**src/inc/slic_pkg.sv**
```systemverilog
// Package with constants and types for the six-level interrupt controller
package slic_pkg;
  localparam int LEVELS = 6;
  localparam logic [7:0] ADDR_REQ = 8'hfa;
  localparam logic [7:0] ADDR_MASK = 8'hfb;
  localparam logic [7:0] ADDR_PRIO = 8'hf9;
  localparam logic [7:0] ADDR_STAT = 8'hf8;
  localparam logic [7:0] REQ_RESET = 8'h00;
  localparam logic [7:0] MASK_RESET = 8'h00;
  localparam logic [7:0] PRIO_RESET = 8'h00;
  localparam int MASK_GLOBAL_BIT = 7;
  localparam int LVL_P52 = 0;
  localparam int LVL_P53 = 1;
  localparam int LVL_P51 = 2;
  localparam int LVL_T16 = 3;
  localparam int LVL_T8 = 4;
  localparam int LVL_SHARED = 5;
  localparam logic [15:0] VEC_BASE = 16'h0000;
  localparam int FETCH_BYTES = 2;
  typedef enum logic [2:0] {
    SLIC_ORD_012,
    SLIC_ORD_120,
    SLIC_ORD_201,
    SLIC_ORD_210,
    SLIC_ORD_021,
    SLIC_ORD_102
  } slic_order_type;
  typedef enum {
    SLIC_IDLE,
    SLIC_PUSH,
    SLIC_FETCH_HI,
    SLIC_FETCH_LO,
    SLIC_JUMP
  } slic_state_type;
endpackage

```
**src/hw/slic_edge.sv**
```systemverilog
// Synchroniser and edge detector for one request pin
`timescale 1ns/10ps
`default_nettype none
module slic_edge (
  input wire logic clk,
  input wire logic rst,
  input wire logic pin,
  input wire logic rise_en,
  input wire logic fall_en,
  output logic edge_pulse
);
  logic sync1_reg;
  logic sync2_reg;
  logic last_reg;
  logic [1:0] warm_reg;

  // Edges ignored until the stages hold real pin samples
  always_ff @(posedge clk or posedge rst) begin
    if (rst) begin
      warm_reg <= 2'h0;
    end else if (warm_reg != 2'h3) begin
      warm_reg <= warm_reg + 2'h1;
    end
  end

  // Two flip-flops ahead of any logic, then one more for the edge
  always_ff @(posedge clk or posedge rst) begin
    if (rst) begin
      sync1_reg <= 1'b0;
      sync2_reg <= 1'b0;
      last_reg <= 1'b0;
    end else begin
      sync1_reg <= pin;
      sync2_reg <= sync1_reg;
      last_reg <= sync2_reg;
    end
  end

  // One pulse per detected edge
  always_comb begin
    edge_pulse = (warm_reg == 2'h3) &
                 ((rise_en & sync2_reg & ~last_reg) | (fall_en & ~sync2_reg & last_reg));
  end
endmodule
`default_nettype wire

```
**src/hw/slic_prio.sv**
```systemverilog
// Programmable priority encoder for six request levels
`timescale 1ns/10ps
`default_nettype none
module slic_prio
  import slic_pkg::*;
(
  input wire logic [5:0] pend,
  input wire logic [7:0] prio,
  output logic found,
  output logic [2:0] level
);
  // Groups: A = levels 1,4; B = levels 0,2; C = levels 3,5
  logic [1:0] a_pair;
  logic [1:0] b_pair;
  logic [1:0] c_pair;
  logic [2:0] a_lvl;
  logic [2:0] b_lvl;
  logic [2:0] c_lvl;
  logic [2:0] ord;

  always_comb begin
    a_pair = prio[5] ? {pend[4], pend[1]} : {pend[1], pend[4]};
    a_lvl = prio[5] ? (pend[4] ? 3'h4 : 3'h1) : (pend[1] ? 3'h1 : 3'h4);
    b_pair = {pend[0], pend[2]};
    b_lvl = prio[2] ? (pend[2] ? 3'h2 : 3'h0) : (pend[0] ? 3'h0 : 3'h2);
    c_pair = {pend[3], pend[5]};
    c_lvl = prio[1] ? (pend[3] ? 3'h3 : 3'h5) : (pend[5] ? 3'h5 : 3'h3);
    ord = {prio[4], prio[3], prio[0]};
    found = |pend;
    level = 3'h0;
    // Groups ranked by order field values 1 to 6, then within-group bit; values 0 and 7 pick the lowest pending level
    unique case (ord)
      3'h1: level = |c_pair ? c_lvl : (|a_pair ? a_lvl : b_lvl);
      3'h2: level = |a_pair ? a_lvl : (|b_pair ? b_lvl : c_lvl);
      3'h3: level = |a_pair ? a_lvl : (|c_pair ? c_lvl : b_lvl);
      3'h4: level = |b_pair ? b_lvl : (|c_pair ? c_lvl : a_lvl);
      3'h5: level = |c_pair ? c_lvl : (|b_pair ? b_lvl : a_lvl);
      3'h6: level = |b_pair ? b_lvl : (|a_pair ? a_lvl : c_lvl);
      default: level = found ? (pend[0] ? 3'h0 : pend[1] ? 3'h1 : pend[2] ? 3'h2 :
                       pend[3] ? 3'h3 : pend[4] ? 3'h4 : 3'h5) : 3'h0;
    endcase
  end
endmodule
`default_nettype wire

```
**src/hw/slic_top.sv**
```systemverilog
// Six-level interrupt controller with register port and vector sequencer
//
// Local design decisions: the strobed register port and the placing of the registers.
`timescale 1ns/10ps
`default_nettype none
////////////////////////////////////////////////////////////////////////////////
module slic_top
  import slic_pkg::*;
(
  input wire logic clk,
  input wire logic rst,
  input wire logic [7:0] reg_addr,
  input wire logic [7:0] reg_wdata,
  input wire logic reg_wr,
  input wire logic reg_rd,
  output logic [7:0] reg_rdata,
  input wire logic port5_line1,
  input wire logic port5_line2,
  input wire logic port5_line3,
  input wire logic comparator1,
  input wire logic comparator2,
  input wire logic sixteen_bit_timer,
  input wire logic eight_bit_timer,
  input wire logic prescaled_timer,
  input wire logic low_voltage_detector,
  input wire logic lvd_enable,
  input wire logic enable_interrupts_instruction,
  input wire logic disable_interrupts_instruction,
  input wire logic core_ack,
  input wire logic [7:0] prog_data,
  output logic vec_req,
  output logic [15:0] prog_addr,
  output logic prog_rd,
  output logic push_ctx,
  output logic [15:0] vec_addr,
  output logic vec_valid,
  output logic [2:0] vec_level
);
  import slic_pkg::*;

  ////////////////////////////////////////////////////////////////////////////////
  // Source conditioning
  logic p51_edge;
  logic p52_edge;
  logic p53_edge;
  logic [5:0] src_sync1_reg;
  logic [5:0] src_sync2_reg;
  logic [5:0] src_last_reg;
  logic [5:0] src_rise;
  logic [5:0] hw_set;

  slic_edge u_edge_p52 (
    .clk(clk),
    .rst(rst),
    .pin(port5_line2),
    .rise_en(1'b1),
    .fall_en(1'b1),
    .edge_pulse(p52_edge)
  );

  slic_edge u_edge_p53 (
    .clk(clk),
    .rst(rst),
    .pin(port5_line3),
    .rise_en(1'b0),
    .fall_en(1'b1),
    .edge_pulse(p53_edge)
  );

  slic_edge u_edge_p51 (
    .clk(clk),
    .rst(rst),
    .pin(port5_line1),
    .rise_en(1'b1),
    .fall_en(1'b1),
    .edge_pulse(p51_edge)
  );

  // Internal events: comp2, comp1, t16, t8, prescaled timer, low voltage
  always_ff @(posedge clk or posedge rst) begin
    if (rst) begin
      src_sync1_reg <= 6'h00;
      src_sync2_reg <= 6'h00;
      src_last_reg <= 6'h00;
    end else begin
      src_sync1_reg <= {low_voltage_detector, prescaled_timer, eight_bit_timer,
                        sixteen_bit_timer, comparator1, comparator2};
      src_sync2_reg <= src_sync1_reg;
      src_last_reg <= src_sync2_reg;
    end
  end

  logic lvd_en_sync1_reg;
  logic lvd_en_reg;

  always_ff @(posedge clk or posedge rst) begin
    if (rst) begin
      lvd_en_sync1_reg <= 1'b0;
      lvd_en_reg <= 1'b0;
    end else begin
      lvd_en_sync1_reg <= lvd_enable;
      lvd_en_reg <= lvd_en_sync1_reg;
    end
  end

  always_comb begin
    src_rise = src_sync2_reg & ~src_last_reg;
    hw_set = 6'h00;
    hw_set[LVL_P52] = p52_edge | src_rise[0];
    hw_set[LVL_P53] = p53_edge;
    hw_set[LVL_P51] = p51_edge | src_rise[1];
    hw_set[LVL_T16] = src_rise[2];
    hw_set[LVL_T8] = src_rise[3];
    // Low voltage owns level 5 while enabled
    hw_set[LVL_SHARED] = lvd_en_reg ? src_rise[5] : src_rise[4];
  end

  ////////////////////////////////////////////////////////////////////////////////
  // Registers
  logic [5:0] req_reg;
  logic [7:0] mask_reg;
  logic [7:0] prio_reg;
  logic armed_reg;
  logic gen_reg;
  logic wr_req;
  logic wr_mask;
  logic wr_prio;
  logic accept;
  logic [2:0] win_level;
  logic [5:0] accept_clr;

  always_comb begin
    wr_req = reg_wr && (reg_addr == ADDR_REQ);
    wr_mask = reg_wr && (reg_addr == ADDR_MASK);
    wr_prio = reg_wr && (reg_addr == ADDR_PRIO);
    accept_clr = accept ? (6'h01 << win_level) : 6'h00;
  end

  // Request bits: write sets by value, hardware set wins over clear
  always_ff @(posedge clk or posedge rst) begin
    if (rst) begin
      req_reg <= REQ_RESET[5:0];
    end else if (wr_req) begin
      req_reg <= (reg_wdata[5:0] & ~accept_clr) | hw_set;
    end else begin
      req_reg <= (req_reg & ~accept_clr) | hw_set;
    end
  end

  always_ff @(posedge clk or posedge rst) begin
    if (rst) begin
      mask_reg <= MASK_RESET;
    end else if (wr_mask) begin
      mask_reg <= reg_wdata;
    end else if (accept || disable_interrupts_instruction) begin
      mask_reg[MASK_GLOBAL_BIT] <= 1'b0;
    end else if (enable_interrupts_instruction) begin
      mask_reg[MASK_GLOBAL_BIT] <= 1'b1;
    end
  end

  always_ff @(posedge clk or posedge rst) begin
    if (rst) begin
      prio_reg <= PRIO_RESET;
    end else if (wr_prio) begin
      prio_reg <= reg_wdata;
    end
  end

  // First enable instruction arms the mask bit path
  always_ff @(posedge clk or posedge rst) begin
    if (rst) begin
      armed_reg <= 1'b0;
    end else if (enable_interrupts_instruction) begin
      armed_reg <= 1'b1;
    end
  end

  always_comb begin
    gen_reg = armed_reg & mask_reg[MASK_GLOBAL_BIT];
  end

  always_ff @(posedge clk or posedge rst) begin
    if (rst) begin
      reg_rdata <= 8'h00;
    end else if (reg_rd) begin
      unique case (reg_addr)
        ADDR_REQ: reg_rdata <= {2'h0, req_reg};
        ADDR_MASK: reg_rdata <= mask_reg;
        ADDR_PRIO: reg_rdata <= prio_reg;
        ADDR_STAT: reg_rdata <= {armed_reg, gen_reg, 6'h00};
        default: reg_rdata <= 8'h00;
      endcase
    end else begin
      reg_rdata <= 8'h00;
    end
  end

  ////////////////////////////////////////////////////////////////////////////////
  // Arbitration
  logic [5:0] pend;
  logic found;

  always_comb begin
    pend = req_reg & mask_reg[5:0];
  end

  slic_prio u_prio (
    .pend(pend),
    .prio(prio_reg),
    .found(found),
    .level(win_level)
  );

  ////////////////////////////////////////////////////////////////////////////////
  // Vector sequencer
  slic_state_type state_reg;
  logic [2:0] lvl_reg;
  logic [7:0] hi_reg;

  always_comb begin
    accept = (state_reg == SLIC_IDLE) && gen_reg && found;
  end

  always_ff @(posedge clk or posedge rst) begin
    if (rst) begin
      state_reg <= SLIC_IDLE;
    end else begin
      unique case (state_reg)
        SLIC_IDLE: if (accept) state_reg <= SLIC_PUSH;
        SLIC_PUSH: if (core_ack) state_reg <= SLIC_FETCH_HI;
        SLIC_FETCH_HI: state_reg <= SLIC_FETCH_LO;
        SLIC_FETCH_LO: state_reg <= SLIC_JUMP;
        SLIC_JUMP: state_reg <= SLIC_IDLE;
      endcase
    end
  end

  always_ff @(posedge clk or posedge rst) begin
    if (rst) begin
      lvl_reg <= 3'h0;
      vec_level <= 3'h0;
    end else if (accept) begin
      lvl_reg <= win_level;
      vec_level <= win_level;
    end
  end

  always_ff @(posedge clk or posedge rst) begin
    if (rst) begin
      vec_req <= 1'b0;
      push_ctx <= 1'b0;
    end else begin
      vec_req <= accept || (state_reg == SLIC_PUSH && !core_ack);
      push_ctx <= accept;
    end
  end

  // Even byte is upper half, odd is lower
  always_ff @(posedge clk or posedge rst) begin
    if (rst) begin
      prog_addr <= 16'h0000;
      prog_rd <= 1'b0;
    end else if (state_reg == SLIC_PUSH && core_ack) begin
      prog_addr <= VEC_BASE + {12'h000, lvl_reg, 1'b0};
      prog_rd <= 1'b1;
    end else if (state_reg == SLIC_FETCH_HI) begin
      prog_addr <= VEC_BASE + {12'h000, lvl_reg, 1'b1};
      prog_rd <= 1'b1;
    end else begin
      prog_rd <= 1'b0;
    end
  end

  always_ff @(posedge clk or posedge rst) begin
    if (rst) begin
      hi_reg <= 8'h00;
      vec_addr <= 16'h0000;
      vec_valid <= 1'b0;
    end else begin
      vec_valid <= (state_reg == SLIC_JUMP);
      if (state_reg == SLIC_FETCH_HI) begin
        hi_reg <= prog_data;
      end
      if (state_reg == SLIC_FETCH_LO) begin
        vec_addr <= {hi_reg, prog_data};
      end
    end
  end
endmodule
`default_nettype wire

```
**config.mk**
```make
export PLATFORM = sky130hd
export DESIGN_NAME = slic_top
export DESIGN_NICKNAME = d
export VERILOG_FILES = /design/src/inc/slic_pkg.sv /design/src/hw/slic_edge.sv /design/src/hw/slic_prio.sv /design/src/hw/slic_top.sv
export SDC_FILE = /design/constraint.sdc
export NUM_CORES = 1
export LEC_CHECK = 0
export ABC_AREA = 1
export BUFFER_PORTS_ARGS = -buffer_cell sky130_fd_sc_hd__buf_4
export CAP_MARGIN = 20
export CELL_PAD_IN_SITES_DETAIL_PLACEMENT = 1
export CELL_PAD_IN_SITES_GLOBAL_PLACEMENT = 1
export CORE_ASPECT_RATIO = 2
export CORE_MARGIN = 5
export CORE_UTILIZATION = 44
export CTS_CLUSTER_DIAMETER = 80
export DETAILED_ROUTE_END_ITERATION = 8
export GPL_TIMING_DRIVEN = 0
export MAX_ROUTING_LAYER = met4
export PLACE_DENSITY_LB_ADDON = 0.05
export SLEW_MARGIN = 20
export SYNTH_ARGS = -nofsm -noshare
export SYNTH_HDL_FRONTEND = slang
export SYNTH_SLANG_ARGS = --single-unit
```
**constraint.sdc**
```tcl
create_clock -name clk -period 5.2 [get_ports clk]
set_input_delay 0.26 -clock clk [delete_from_list [all_inputs] [get_ports clk]]
set_output_delay 0.26 -clock clk [all_outputs]
set_load 0.02 [all_outputs]
```
==> results of run 1 <==
[logic make-up after synthesis]
kind of cell / Yosys count / share of synthesized area (%)
AOI/OAI and AO/OA: 62 / 7.25
xor gates and xnor gates: 3 / 0.573
adders and majority gates: 3 / 0.818
buffers and inverters: 92 / 8.75
DFF: 104 / 56.7
muxes: 6 / 1.47
other: 1 / 0.0817
and+or+nand+nor: 263 / 24.3
[path summary, 6_finish.rpt]
kind	end	slack, ns	depth (start not counted)
worst max-delay path	req_reg[0]	3.20	12
worst min-delay path	u_edge_p51.sync1_reg	0.01	1
worst max register to register	req_reg[0]	3.20	12
worst min register to register	src_sync2_reg[5]	0.35	0
max in group asynchronous	u_edge_p53.warm_reg[1]	4.12	4
min in group asynchronous	u_edge_p52.last_reg	0.41	3
[power breakdown]
| part | switching (mW) | internal, mW | leakage [nW] | total, mW |
|---|---|---|---|---|
| clock | 0.311 | 0.378 | 0.148 | 0.689 |
| sequential | 0.0958 | 0.960 | 1.26 | 1.06 |
| combinational | 0.421 | 0.251 | 1.72 | 0.671 |
[area by class of cell]
type / instances / area share [%]
buffer: 19 / 2.24
multi-input combinational: 349 / 28.5
clock buffer: 9 / 3.95
timing repair buffer: 77 / 10.5
clock inverter: 7 / 1.34
sequential: 104 / 45.6
inverter: 73 / 4.89
tap: 135 / 2.96
[metal layers]
metal | part of all wire (%) | routed length, um | vias up | GRT usage, %
li1 | - | - | 1837 | -
met1 | 36 | 4480 | 1862 | 22.6
met2 | 60 | 7520 | 64 | 42.4
met3 | 2.8 | 352 | 15 | 3.67
met4 | 1.9 | 237 | 0 | 6.89
met5 | 0 | 0 | - | -
[stage by stage]
step           area (um^2)  util (%)  hold WS, ns
2_1_floorplan         4630         -        0.291
5_1_grt               5710      56.2      0.00308
6_report              5710      56.2       0.0135
3_5_place_dp          5400      53.2        0.233
3_3_place_gp          5360      52.8        0.331
4_1_cts               5710      56.2      0.00486
[cell usage in the layout (no fill, tap or decap), drive strengths merged, types with 6 or more instances in the layout]
| cell | instances |
|---|---|
| nor2 | 27 |
| mux2 | 6 |
| inv | 76 |
| nand3 | 30 |
| buf | 92 |
| conb | 12 |
| clkbuf | 12 |
| o21ai | 50 |
| dfrtp | 104 |
| nand2 | 191 |
==> results.md, run 1 <==
Global routing:
- The first global-routing pass estimated 20,900 um of wire.
- In the global route stage, overall resource usage came out at 22.5%.
- The total overflow left after global routing is 0.
- The maximum number of pins on one net before global-route repair is 80.
- The initial antenna violation count is 0.
- The via count of the first global-routing pass was between 4,000 and 5,000.

Floorplan:
- The number of standard-cell rows in the floorplan is between 50 and 60.
- The core region is roughly 0.01 mm^2.
- Once the floorplan was initialized, standard cells occupied between 40% and 50% of the core.
- The area of the die is roughly 0.013 mm^2.
- The height of the die is 154 um.
- The width of the die is 82.2 um.
- The top-level port count is 88.

Yosys:
- The most used flip-flop cell after synthesis is sky130_fd_sc_hd__dfrtp_1.
- Counting distinct cell types in the post-synthesis netlist gives 32.
- Summing every instance area after synthesis gives about 0.0046 mm^2.
- The area fraction of the dominant cell type after synthesis is a little under three fifths.
- Counting flops and latches in the post-synthesis netlist gives 104.
- The cell with the most instances after synthesis is sky130_fd_sc_hd__nand2_1.
- The average instance in the mapped netlist occupies 8.59 um^2.
- Sequential cells were found to cover 56.7% of the synthesized design area.
- In the synthesized netlist, the cells that appear most often are sky130_fd_sc_hd__nand2_1 (183), sky130_fd_sc_hd__dfrtp_1 (104), sky130_fd_sc_hd__inv_1 (67).
- The largest total area in the synthesized netlist belongs to sky130_fd_sc_hd__dfrtp_1.
- During synthesis, Yosys emitted a total of 0 warnings.
- By area the synthesized netlist is led by sky130_fd_sc_hd__dfrtp_1 (57%), sky130_fd_sc_hd__nand2_1 (15%), sky130_fd_sc_hd__inv_1 (5.5%), sky130_fd_sc_hd__o21ai_0 (4.7%), sky130_fd_sc_hd__nand3_1 (2.9%).
- In the synthesized netlist the async set-or-reset flop fraction comes to 100%.
- The number of enable flip-flop cells after synthesis is 0.
- Synthesis produced a netlist whose cell count is ~530.

Placement:
- The congestion estimate from routability-driven global placement came to approximately 0.85.
- The number of instances in the placed design is about 760.
- The detailed placer's ending HPWL is just under 10,000 um.
- The count of input and output buffers is 75.
- The minimum setup slack after placement is 3.24 ns.

Worst setup path:
- Traced cell by cell, the critical path runs through nand2_1 -> nand2_1 -> nand2_1 -> nand2_1 -> nand3_1 -> nand2_1 -> nor2_2 -> nand3_2 -> nor2_1 -> nand2_1 -> nand2_1 -> nand2_1.
- The worst setup path is of the flop to flop kind.
- The kind of start point of the critical path is a flop.
- The largest stage delay on the critical path is 0.41 ns.
- The library cell contributing the largest single delay on the critical path is sky130_fd_sc_hd__dfrtp_1.
- The startpoint of the most critical setup path is req_reg[2].
- For the worst setup path, the data arrival time is ~2.3 ns.
- The kind of cell with the highest combined delay along the critical path is simple AND/OR/NAND/NOR gates.
- The most frequent cell on the critical path is sky130_fd_sc_hd__nand2_1.
- Data on the critical path is required at its endpoint by around 5.5 ns.
- The critical path endpoint category is a flop.
- The buffering stage count on the worst path with inverters included is 0.
- Along the worst path, the maximum fanout reaches 6.
- The startpoint of the most critical register-to-register path is req_reg[2].

STA:
- The top achievable clock speed is about 0.50 GHz.
- The final-report hold violation count is 0.
- The time the worst path needs with I/O delays and setup is about 2.0 ns.
- The final clock skew is around 0.011 ns.
- The number of pins exceeding their max-slew limit in the final report was 0.
- The final setup slack of the worst path is about 3.2 ns.
- Setup repair after global routing left no endpoint under its margin.
- The final period utilization is 38.5%.
- The count of final setup violators is 0.
- At the pin with the least slew margin, the transition time is ~0.52 ns.
- For the final routed database, the setup TNS stands at 0 ns.
- In this run the tightest slew margin relative to its limit is between 60% and 70%.

Power:
- After layout, the design draws a total of 2.42 mW.
- The peak ir drop on the vdd network is approximately 0.00035 V.
- In this run the power density over the cells is about 420 mW/mm^2.
- The leakage dissipation is between 3 and 4 nW.

Clock tree:
- Clock-pin slew was measured on the worst setup and hold paths at 0.07 ns.
- The TritonCTS clock tree is yes.
- The hold buffer count at cts is 1.
- The longest clock path from root to sink contains 2 buffers.
- The H-tree was split into 3 levels.
- The clock insertion delay at the later pin of the skew report is between 0.3 and 0.4 ns.
- Counting every sink on the clock net gives 104.
- The count of buffers added by post-CTS timing repair for setup is 0.
- The root buffer cell chosen for the clock tree is sky130_fd_sc_hd__clkbuf_16.
- The number of gates resized after CTS was 0.
- The number of buffers created by CTS is 9.

Layout:
- The number of standard cells in the layout, taps in and fillers out is 773.
- The share of post-route cells with drive strength above 1 is ~22%.
- The area growth from synthesis to layout is 24.3%.
- The register with the most flip-flops is vec_addr.
- The multi-input combinational cells in the finished layout cover a total of between 0.0015 and 0.002 mm^2.
- The number of filler cells placed in the layout is ~1,200.
- For this run, the post-layout net count is about 680.
- The repair_antennas step left the layout with diodes totalling 0.
- The flip-flop count of the largest register after layout is 16.
- Summing all flip-flop and latch instances after layout gives between 0.002 and 0.003 mm^2.

Outcome:
- The flow ran to the end, and the final reports show no timing, DRC or antenna violations.

Drt:
- The via count normalized by instance count is about 4.9.
- In this run, the number of DRC markers left after iteration 0 of detailed routing was 83.
- The count of nets left with antenna violations once routing finished came out at 0.
- In the routed design, unresolved DRC markers number 0.
- Summed over all layers, the routed wires come to roughly 13,000 um.
- Dividing the detail-routed wire length by the instance count gives around 16 um.
- For this block, the via count after detailed routing is about 3,800.
- Before antenna repair, the detailed router went through 4 iterations.

Worst hold path:
- The worst hold path belongs to the class primary input to flop.
- The origin of the worst min-delay path is port5_line1.

Flow run:
- Across the run, the number of max-cap violations was 0.
No activity file was read; power rests on OpenSTA's default activity.
==> run 2, diff against run 1 <==
CORE_UTILIZATION = 37   (was 44)
clock period = 1.75 ns   (was 5.2 ns; I/O delays follow)
==> results.md, run 2 (same netlist as run 1, synthesis figures left out) <==
STA:
- For the pin with the worst max-slew slack, the measured transition is ~0.52 ns.
- The top achievable clock speed is about 0.58 GHz.
- Setup repair after global routing could not meet its margin everywhere.
- The final-report hold violation count is 0.
- The number of pins exceeding their max-slew limit in the final report is 0.
- The tightest hold path in the finished design has a slack of 0.0163 ns.
- The final clock skew is 0.00966 ns.
- The count of final setup violators is 0.
- The relative slew slack is 65.4%.
- The routed design could run at a clock period as short as approximately 1.7 ns.
- In the finished design, the share of the clock period the worst path needs comes to between 90 and 100%.

Worst setup path:
- The worst register-to-register path begins at req_reg[0].
- The slowest stage of the critical path is the sky130_fd_sc_hd__dfrtp_1 cell.
- In this run the worst setup path terminates at req_reg[0].
- Counting cells, the worst reg-to-reg path comes to 10.
- The category of the most critical setup path is flop to flop.
- Traced cell by cell, the critical path runs through nand2_2 -> nand2_1 -> nor2_2 -> nand3_2 -> nand3_2 -> nand4_1 -> nor2_1 -> nand2_1 -> nand2_1 -> nand2_1.
- STA classifies the critical path startpoint as a flop.
- The capture point of the worst reg-to-reg path is req_reg[0].
- Data arrives at the worst endpoint at around 2.0 ns.
- The critical path contains buffers and inverters numbering 0 combined.
- The largest fanout on the critical path is 4.
- Broken down by cell family, the worst path's largest delay share belongs to simple AND/OR/NAND/NOR gates.
- Counting stages on the worst path, the most repeated cell is sky130_fd_sc_hd__nand2_1.
- For flop-to-flop paths, the worst setup slack is about 0.013 ns.
- The critical path endpoint category is a flop.
- STA puts the critical path data required time at approximately 2 ns.
- The startpoint of the most critical setup path is req_reg[0].
- The largest single stage delay on the critical path is roughly 0.43 ns.
- In this run the number of cells on the critical path is 10.

Layout:
- More flip-flops sit in one register than any other, and that register is vec_addr.
- In the layout the commonest cells are sky130_fd_sc_hd__nand2_1 (164), sky130_fd_sc_hd__buf_4 (114), sky130_fd_sc_hd__dfrtp_1 (97).
- The repair_antennas step left the layout with diodes totalling 0.
- The register with the most flip-flops in the layout has 16 of them.
- The area growth from synthesis to layout is 38.0%.
- The post-layout utilization of the core is 51.9%.
- The library cell used most frequently in the layout, excluding fill and tap cells, is sky130_fd_sc_hd__nand2_1.
- The share of post-route cells with drive strength above 1 is a little under a third.
- The total number of nets in the final design is about 700.
- The final instance area is between 0.006 and 0.007 mm^2.

Global routing:
- The via count of the first global-routing pass is approximately 4,300.
- The global route total overflow is 0.
- The first global-routing pass estimated 21,500 um of wire.
- Entering global routing, the biggest net connects 35 pins.
- Across every metal layer, demand over resource in global routing totals around a fifth.
- The initial antenna violation count is 0.

Drt:
- The first TritonRoute pass finished after 4 iterations.
- The number of DRC violations after detailed-routing iteration 0 is 110.
- The total routed wirelength is roughly 13,000 um.
- The mean routed wirelength per cell is between 15 and 20 um.
- The via count normalized by instance count is 4.81.
- The number of vias after detailed routing is between 3,000 and 4,000.
- The post-route DRC violation count is 0.
- The number of nets with antenna violations after detailed routing is 0.

Worst hold path:
- The path class of the lowest-slack min-delay path is primary input to flop.
- The hold path depth is 3.

Floorplan:
- The area of the die is between 0.01 and 0.015 mm^2.
- After floorplanning, the core was sized to cover 0.0122 mm^2.
- For this configuration, the core starts out at a cell density of between 30% and 40%.
- The floorplan step set the die width to slightly below 90 um.
- For this design the top-level I/O count stands at 88.
- The die is 168 um tall.
- The number of standard-cell rows in the floorplan is between 50 and 60.

Power:
- The leakage dissipation is ~3.4 nW.
- The design draws between 7 and 8 mW.
- The power per cell area is ~1200 mW/mm^2.
- The worst-case IR drop observed on VDD is 0.000854 V.

Clock tree:
- The TritonCTS clock tree is yes.
- Counting every sink on the clock net gives approximately 100.
- The clock root buffer master is sky130_fd_sc_hd__clkbuf_16.
- The number of buffers created by CTS is 9.
- The longest clock path from root to sink contains 2 buffers.
- The clock reaches the later pin of the worst-skew pair after between 0.3 and 0.4 ns.
- The CTS clock-pin slew for the worst setup and hold paths is approximately 0.080 ns.
- The number of levels in the clock H-tree is 3.

Outcome:
- The flow ran to the end, and the final reports show no timing, DRC or antenna violations.

Placement:
- Input and output buffers added on the ports amount to 75.
- The detailed placer's ending HPWL is 10,000 um.
- Summing all placed instances gives a cell area of 0.00544 mm^2.
- At the end of routability-driven placement, the weighted congestion stood at around 0.90.

Flow run:
- Max-cap violations in this run came to 0.
run 2: cell types whose count changed in the layout (fill, tap and decap cells not counted), sizes merged:
| cell | before | now |
|---|---|---|
| buf | 92 | 121 |
| bufinv | 1 | 0 |
| clkinvlp | 1 | 2 |
| dlygate4sd3 | 1 | 16 |
run 2: power by group:
group          switching [mW]  internal [mW]
registers               0.279           2.85
logic                    1.28          0.860
clock network            1.04           1.04
run 2: worst min-delay path by stage:
| stage | from | slack [ns] | end |
|---|---|---|---|
| finish | prog_data[4] | 0.02 | vec_addr[4] |
| global route | prog_data[7] | 0.03 | hi_reg[7] |
| CTS | prog_data[4] | 0.001 | vec_addr[4] |
| detailed placement | rst | 0.05 | u_edge_p51.sync1_reg |
| global placement | port5_line2 | 0.20 | u_edge_p52.sync1_reg |
| floorplan | lvd_enable | 0.12 | lvd_en_sync1_reg |
run 2: worst min-delay path, cell delays in order:
cell	delay [ns]
sky130_fd_sc_hd__buf_4	0.08
sky130_fd_sc_hd__inv_1	0.04
sky130_fd_sc_hd__o21ai_1	0.12
run 2: timing repair:
action,in CTS,in global routing
hold buffers,16,0
endpoints found under the setup margin,6,21
hold endpoints to repair,91,0
gates resized for setup,26,41
pin swaps,6,15
setup buffers,9,18
run 2: area by class of cell:
cell class / instances / area, um^2
fill: 1450 / 5860
sequential: 104 / 2610
multi-input combinational: 349 / 1820
timing repair buffer: 121 / 986
inverter: 73 / 289
clock buffer: 9 / 225
tap: 147 / 184
buffer: 19 / 129
clock inverter: 7 / 88.8
run 2: per-stage QoR:
step / std cells / setup TNS (ns) / setup slack [ns]
global route: 829 / -0.235 / -0.104
global placement: 767 / -24.48 / -0.244
detailed placement: 770 / -0.470 / -0.178
CTS: 811 / 0 / 0.00641
finish: 829 / 0 / 0.0130
floorplan: 545 / 0 / 0.337
run 2: routing by layer:
layer / up-vias / wire length, um / track usage (%)
met3: 21 / 452 / 2.80
met1: 1949 / 4750 / 19.8
met4: 0 / 364 / 8.09
met5: - / 0 / -
met2: 85 / 7820 / 35.1
li1: 1932 / - / -
==> run 3, diff against run 2 <==
CORE_UTILIZATION = 38   (was 37)
SYNTH_HIERARCHICAL = 1   (was unset)
==> results.md, run 3 <==
Yosys:
- In this run, synthesis produced a sequential element count of approximately 100.
- In the synthesized netlist the async set-or-reset flop fraction comes to 100%.
- The library cell occupying the most area in the post-synthesis netlist is sky130_fd_sc_hd__dfrtp_1.
- The mapped netlist covers around 0.005 mm^2.
- The cell with the most instances after synthesis is sky130_fd_sc_hd__nand2_1.
- In the post-synthesis netlist, the biggest area contributors are sky130_fd_sc_hd__dfrtp_1 (53%), sky130_fd_sc_hd__nand2_1 (13%), sky130_fd_sc_hd__inv_1 (6.2%), sky130_fd_sc_hd__nand3_1 (5.8%), sky130_fd_sc_hd__nor2_1 (2.7%).
- The count of cell types in the netlist is 32.
- Synthesis handed over a netlist of about 570 instances.
- The Yosys step of the flow raised 6 warnings.
- The dominant register cell in the synthesized netlist is sky130_fd_sc_hd__dfrtp_1.
- The area fraction of the dominant cell type after synthesis is between 50% and 60%.
- The number of enable flip-flop cells after synthesis is 0.
- The sequential fraction of the synthesis area is a little over half.
- After synthesis, the most frequently instantiated cells are sky130_fd_sc_hd__nand2_1 (166), sky130_fd_sc_hd__dfrtp_1 (104), sky130_fd_sc_hd__inv_1 (81).
- The average size of a mapped cell is around 8.6 um^2.

Drt:
- The number of nets with antenna violations after detailed routing is 0.
- The post-route DRC violation count is 0.
- The number of DRC violations after detailed-routing iteration 0 is roughly 120.
- In the final routed layout, each cell accounts on average for ~16 um.
- After detailed routing, the number of vias per cell comes to around 4.8.
- The final route contains between 4,000 and 5,000 vias.
- Before antenna repair, the detailed router went through 4 iterations.
- The total routed wirelength is ~14,000 um.

Layout:
- The total number of nets in the final design is 770.
- The share of post-route cells with drive strength above 1 is a little under a third.
- The synthesis-to-layout area growth is 36.3%.
- The number of filler cells placed in the layout is around 1,500.
- The number of antenna diodes in the final layout is 0.
- The library cells used most frequently in the layout, excluding fill and tap cells, are sky130_fd_sc_hd__nand2_1 (157), sky130_fd_sc_hd__buf_4 (113), sky130_fd_sc_hd__dfrtp_1 (101).
- The library cell used most frequently in the layout, excluding fill and tap cells, is sky130_fd_sc_hd__nand2_1.
- The register with the most flip-flops is vec_addr.
- The register with the most flip-flops in the layout has 16 of them.

STA:
- The top achievable clock speed is roughly 0.51 GHz.
- Setup repair after global routing could not meet its margin everywhere.
- Setup violations remaining at the end of the flow were counted as 8.
- The final clock skew is 0.00887 ns.
- The number of pins exceeding their max-slew limit in the final report is 0.
- Setup slack on the critical path of the routed design comes to -0.209 ns.
- The final-report hold violation count is 0.
- Counting I/O delays and the setup requirement, the final critical path takes 1.96 ns.
- The final period utilization is 112%.

Floorplan:
- For this design the top-level I/O count stands at 88.
- Once the floorplan was initialized, standard cells occupied 38.8% of the core.
- The area of the core is roughly 0.013 mm^2.
- The die is ~90 um wide.
- The floorplan has between 50 and 60 rows.
- The die covers between 0.015 and 0.02 mm^2.
- The die is approximately 170 um tall.

Worst setup path:
- STA puts the critical path data required time at roughly 2.0 ns.
- The category of the most critical setup path is flop to flop.
- The largest fanout on the critical path is 7.
- The worst reg-to-reg path cell count is 13.
- The kind of start point of the critical path is a flop.
- The critical path endpoint category is a flop.
- Data arrives at the worst endpoint at ~2.2 ns.

Power:
- For this design the ratio of total power to cell area is 1120 mW/mm^2.
- Sequential cells account for about two fifths of the total power.
- The design internal power is about 4.8 mW.
- The net switching share of the total power is between 30% and 40%.
- The total power is roughly 7.5 mW.
- The peak ir drop on the vdd network is about 0.0012 V.
- The switching power is between 2 and 3 mW.
- Of the total power, combinational logic draws 31.7%.
- In this run the static leakage power is around 3.6 nW.
- The clock share of power is between 20% and 30%.

Global routing:
- For this run, the total global-route usage over all layers was measured as 19.2%.
- The initial antenna violation count was 0.
- The via count of the first global-routing pass is 4,666.
- The first global-routing pass estimated ~23,000 um of wire.
- Entering global routing, the biggest net connects 34 pins.
- Summed over all layers, the global routing overflow is 0.

Clock tree:
- The number of sinks driven by the clock tree is 104.
- The TritonCTS clock tree is yes.
- No sink is reached through more buffers than the 2 on the longest clock path.
- The clock root buffer master is sky130_fd_sc_hd__clkbuf_16.
- The CTS clock-pin slew for the worst setup and hold paths is around 0.08 ns.
- The number of buffers created by CTS is 9.
- The number of levels in the clock H-tree is 3.
- The later pin in the worst-skew pair is clocked with a latency of 0.35 ns.

Placement:
- Routability-driven placement finished with a final weighted congestion of 0.870.
- The minimum setup slack after placement is -0.466 ns.
- The count of buffers added on input and output ports is 74.
- The detailed placer's ending HPWL is between 10,000 and 15,000 um.

Outcome:
- The checks that failed: setup timing.
- The run finished, with violations left.

Worst hold path:
- The tightest min-delay check is of the primary input to flop type.
- The worst hold path passes through 3 cells.

Flow run:
- The number of max-cap violations is 0.
==> run 3: cell count changes after synthesis, moves of 6 or more <==
cell	before	now
sky130_fd_sc_hd__o21ai_1	6	12
sky130_fd_sc_hd__a21oi_1	4	12
sky130_fd_sc_hd__nand3_1	27	57
sky130_fd_sc_hd__o21ai_2	1	14
sky130_fd_sc_hd__inv_1	67	81
sky130_fd_sc_hd__nand2_1	183	166
sky130_fd_sc_hd__o21ai_0	43	17
sky130_fd_sc_hd__nor2_1	23	35
sky130_fd_sc_hd__mux2_2	6	0
==> run 3: logic make-up (layout without fill, tap and decap cells) <==
group | after synthesis | after routing | share of synthesized area, %
other | 2 | 18 | 0.153
buffers and inverters | 108 | 251 | 10.2
AO/OA/AOI/OAI | 59 | 59 | 7.30
adder cells (fa/ha/maj) | 3 | 3 | 0.765
AND/OR/NAND/NOR | 293 | 293 | 28.0
XOR/XNOR | 3 | 3 | 0.536
flip-flops | 104 | 104 | 53.1
==> run 3: final timing paths <==
check                                  from                to  slack, ns
max                              req_reg[0]        req_reg[1]      -0.21
min                                core_ack      state_reg[1]       0.02
max reg2reg                      req_reg[0]        req_reg[1]      -0.21
min reg2reg                src_sync1_reg[2]  src_sync2_reg[2]       0.36
max in group asynchronous               rst         armed_reg       0.94
min in group asynchronous               rst  src_sync1_reg[0]       0.19
==> run 3: through the flow <==
step	hold slack (ns)	setup TNS, ns	util (%)	instance area (um^2)	cells
2_1_floorplan	-0.134	0	-	4970	588
3_3_place_gp	0.0272	-6.45	45.2	5710	812
3_5_place_dp	-0.00568	-2.36	45.7	5770	815
4_1_cts	0.00727	-0.914	52.0	6560	871
5_1_grt	0.00961	-2.09	52.9	6680	881
6_report	0.0160	-0.869	52.9	6680	881
==> run 3: area by class of cell <==
| cell class | instances | area (um^2) | share of cell area, % |
|---|---|---|---|
| repair buffers | 127 | 1050 | 15.7 |
| flip-flops and latches | 104 | 2610 | 39.0 |
| inverters | 86 | 334 | 5.00 |
| clock inverters | 6 | 51.3 | 0.768 |
| clock buffers | 10 | 239 | 3.58 |
| well taps | 150 | 188 | 2.81 |
| multi-input cells | 376 | 2030 | 30.4 |
| plain buffers | 22 | 179 | 2.68 |
==> run 3: power groups by stage <==
stage	registers [mW]	logic [mW]	clock network, mW
global placement	3.16	2.07	0
CTS	3.14	2.34	2.03
detailed placement	3.17	2.19	0
global route	3.20	2.60	2.14
floorplan	3.45	0.999	0
finish	3.13	2.36	1.96
==> run 3: repair_timing <==
action,in CTS,in global routing
gates resized for setup,48,16
hold endpoints to repair,67,0
setup buffers,18,10
hold buffers,23,0
endpoints found under the setup margin,10,9
pin swaps,13,12
==> run 3: critical path, cell delays in order (launching register included) <==
cell and delay [ns]:
sky130_fd_sc_hd__dfrtp_1 0.39, sky130_fd_sc_hd__nand2_2 0.13, sky130_fd_sc_hd__inv_4 0.08, sky130_fd_sc_hd__nor2_4 0.18, sky130_fd_sc_hd__nand2_1 0.10, sky130_fd_sc_hd__nor2_2 0.11
sky130_fd_sc_hd__nor2_1 0.06, sky130_fd_sc_hd__nand2_1 0.07, sky130_fd_sc_hd__nand3b_1 0.25, sky130_fd_sc_hd__inv_2 0.10, sky130_fd_sc_hd__nor2_4 0.14, sky130_fd_sc_hd__nand3_2 0.12
sky130_fd_sc_hd__nand3_2 0.08, sky130_fd_sc_hd__nand2_1 0.04
==> run 3: routing by layer <==
metal	wire (um)	track usage, %	vias up
met5	0	-	-
met4	577	9.33	0
met3	409	3.08	34
met2	8210	37.2	80
met1	4610	17.8	2024
li1	-	-	2062
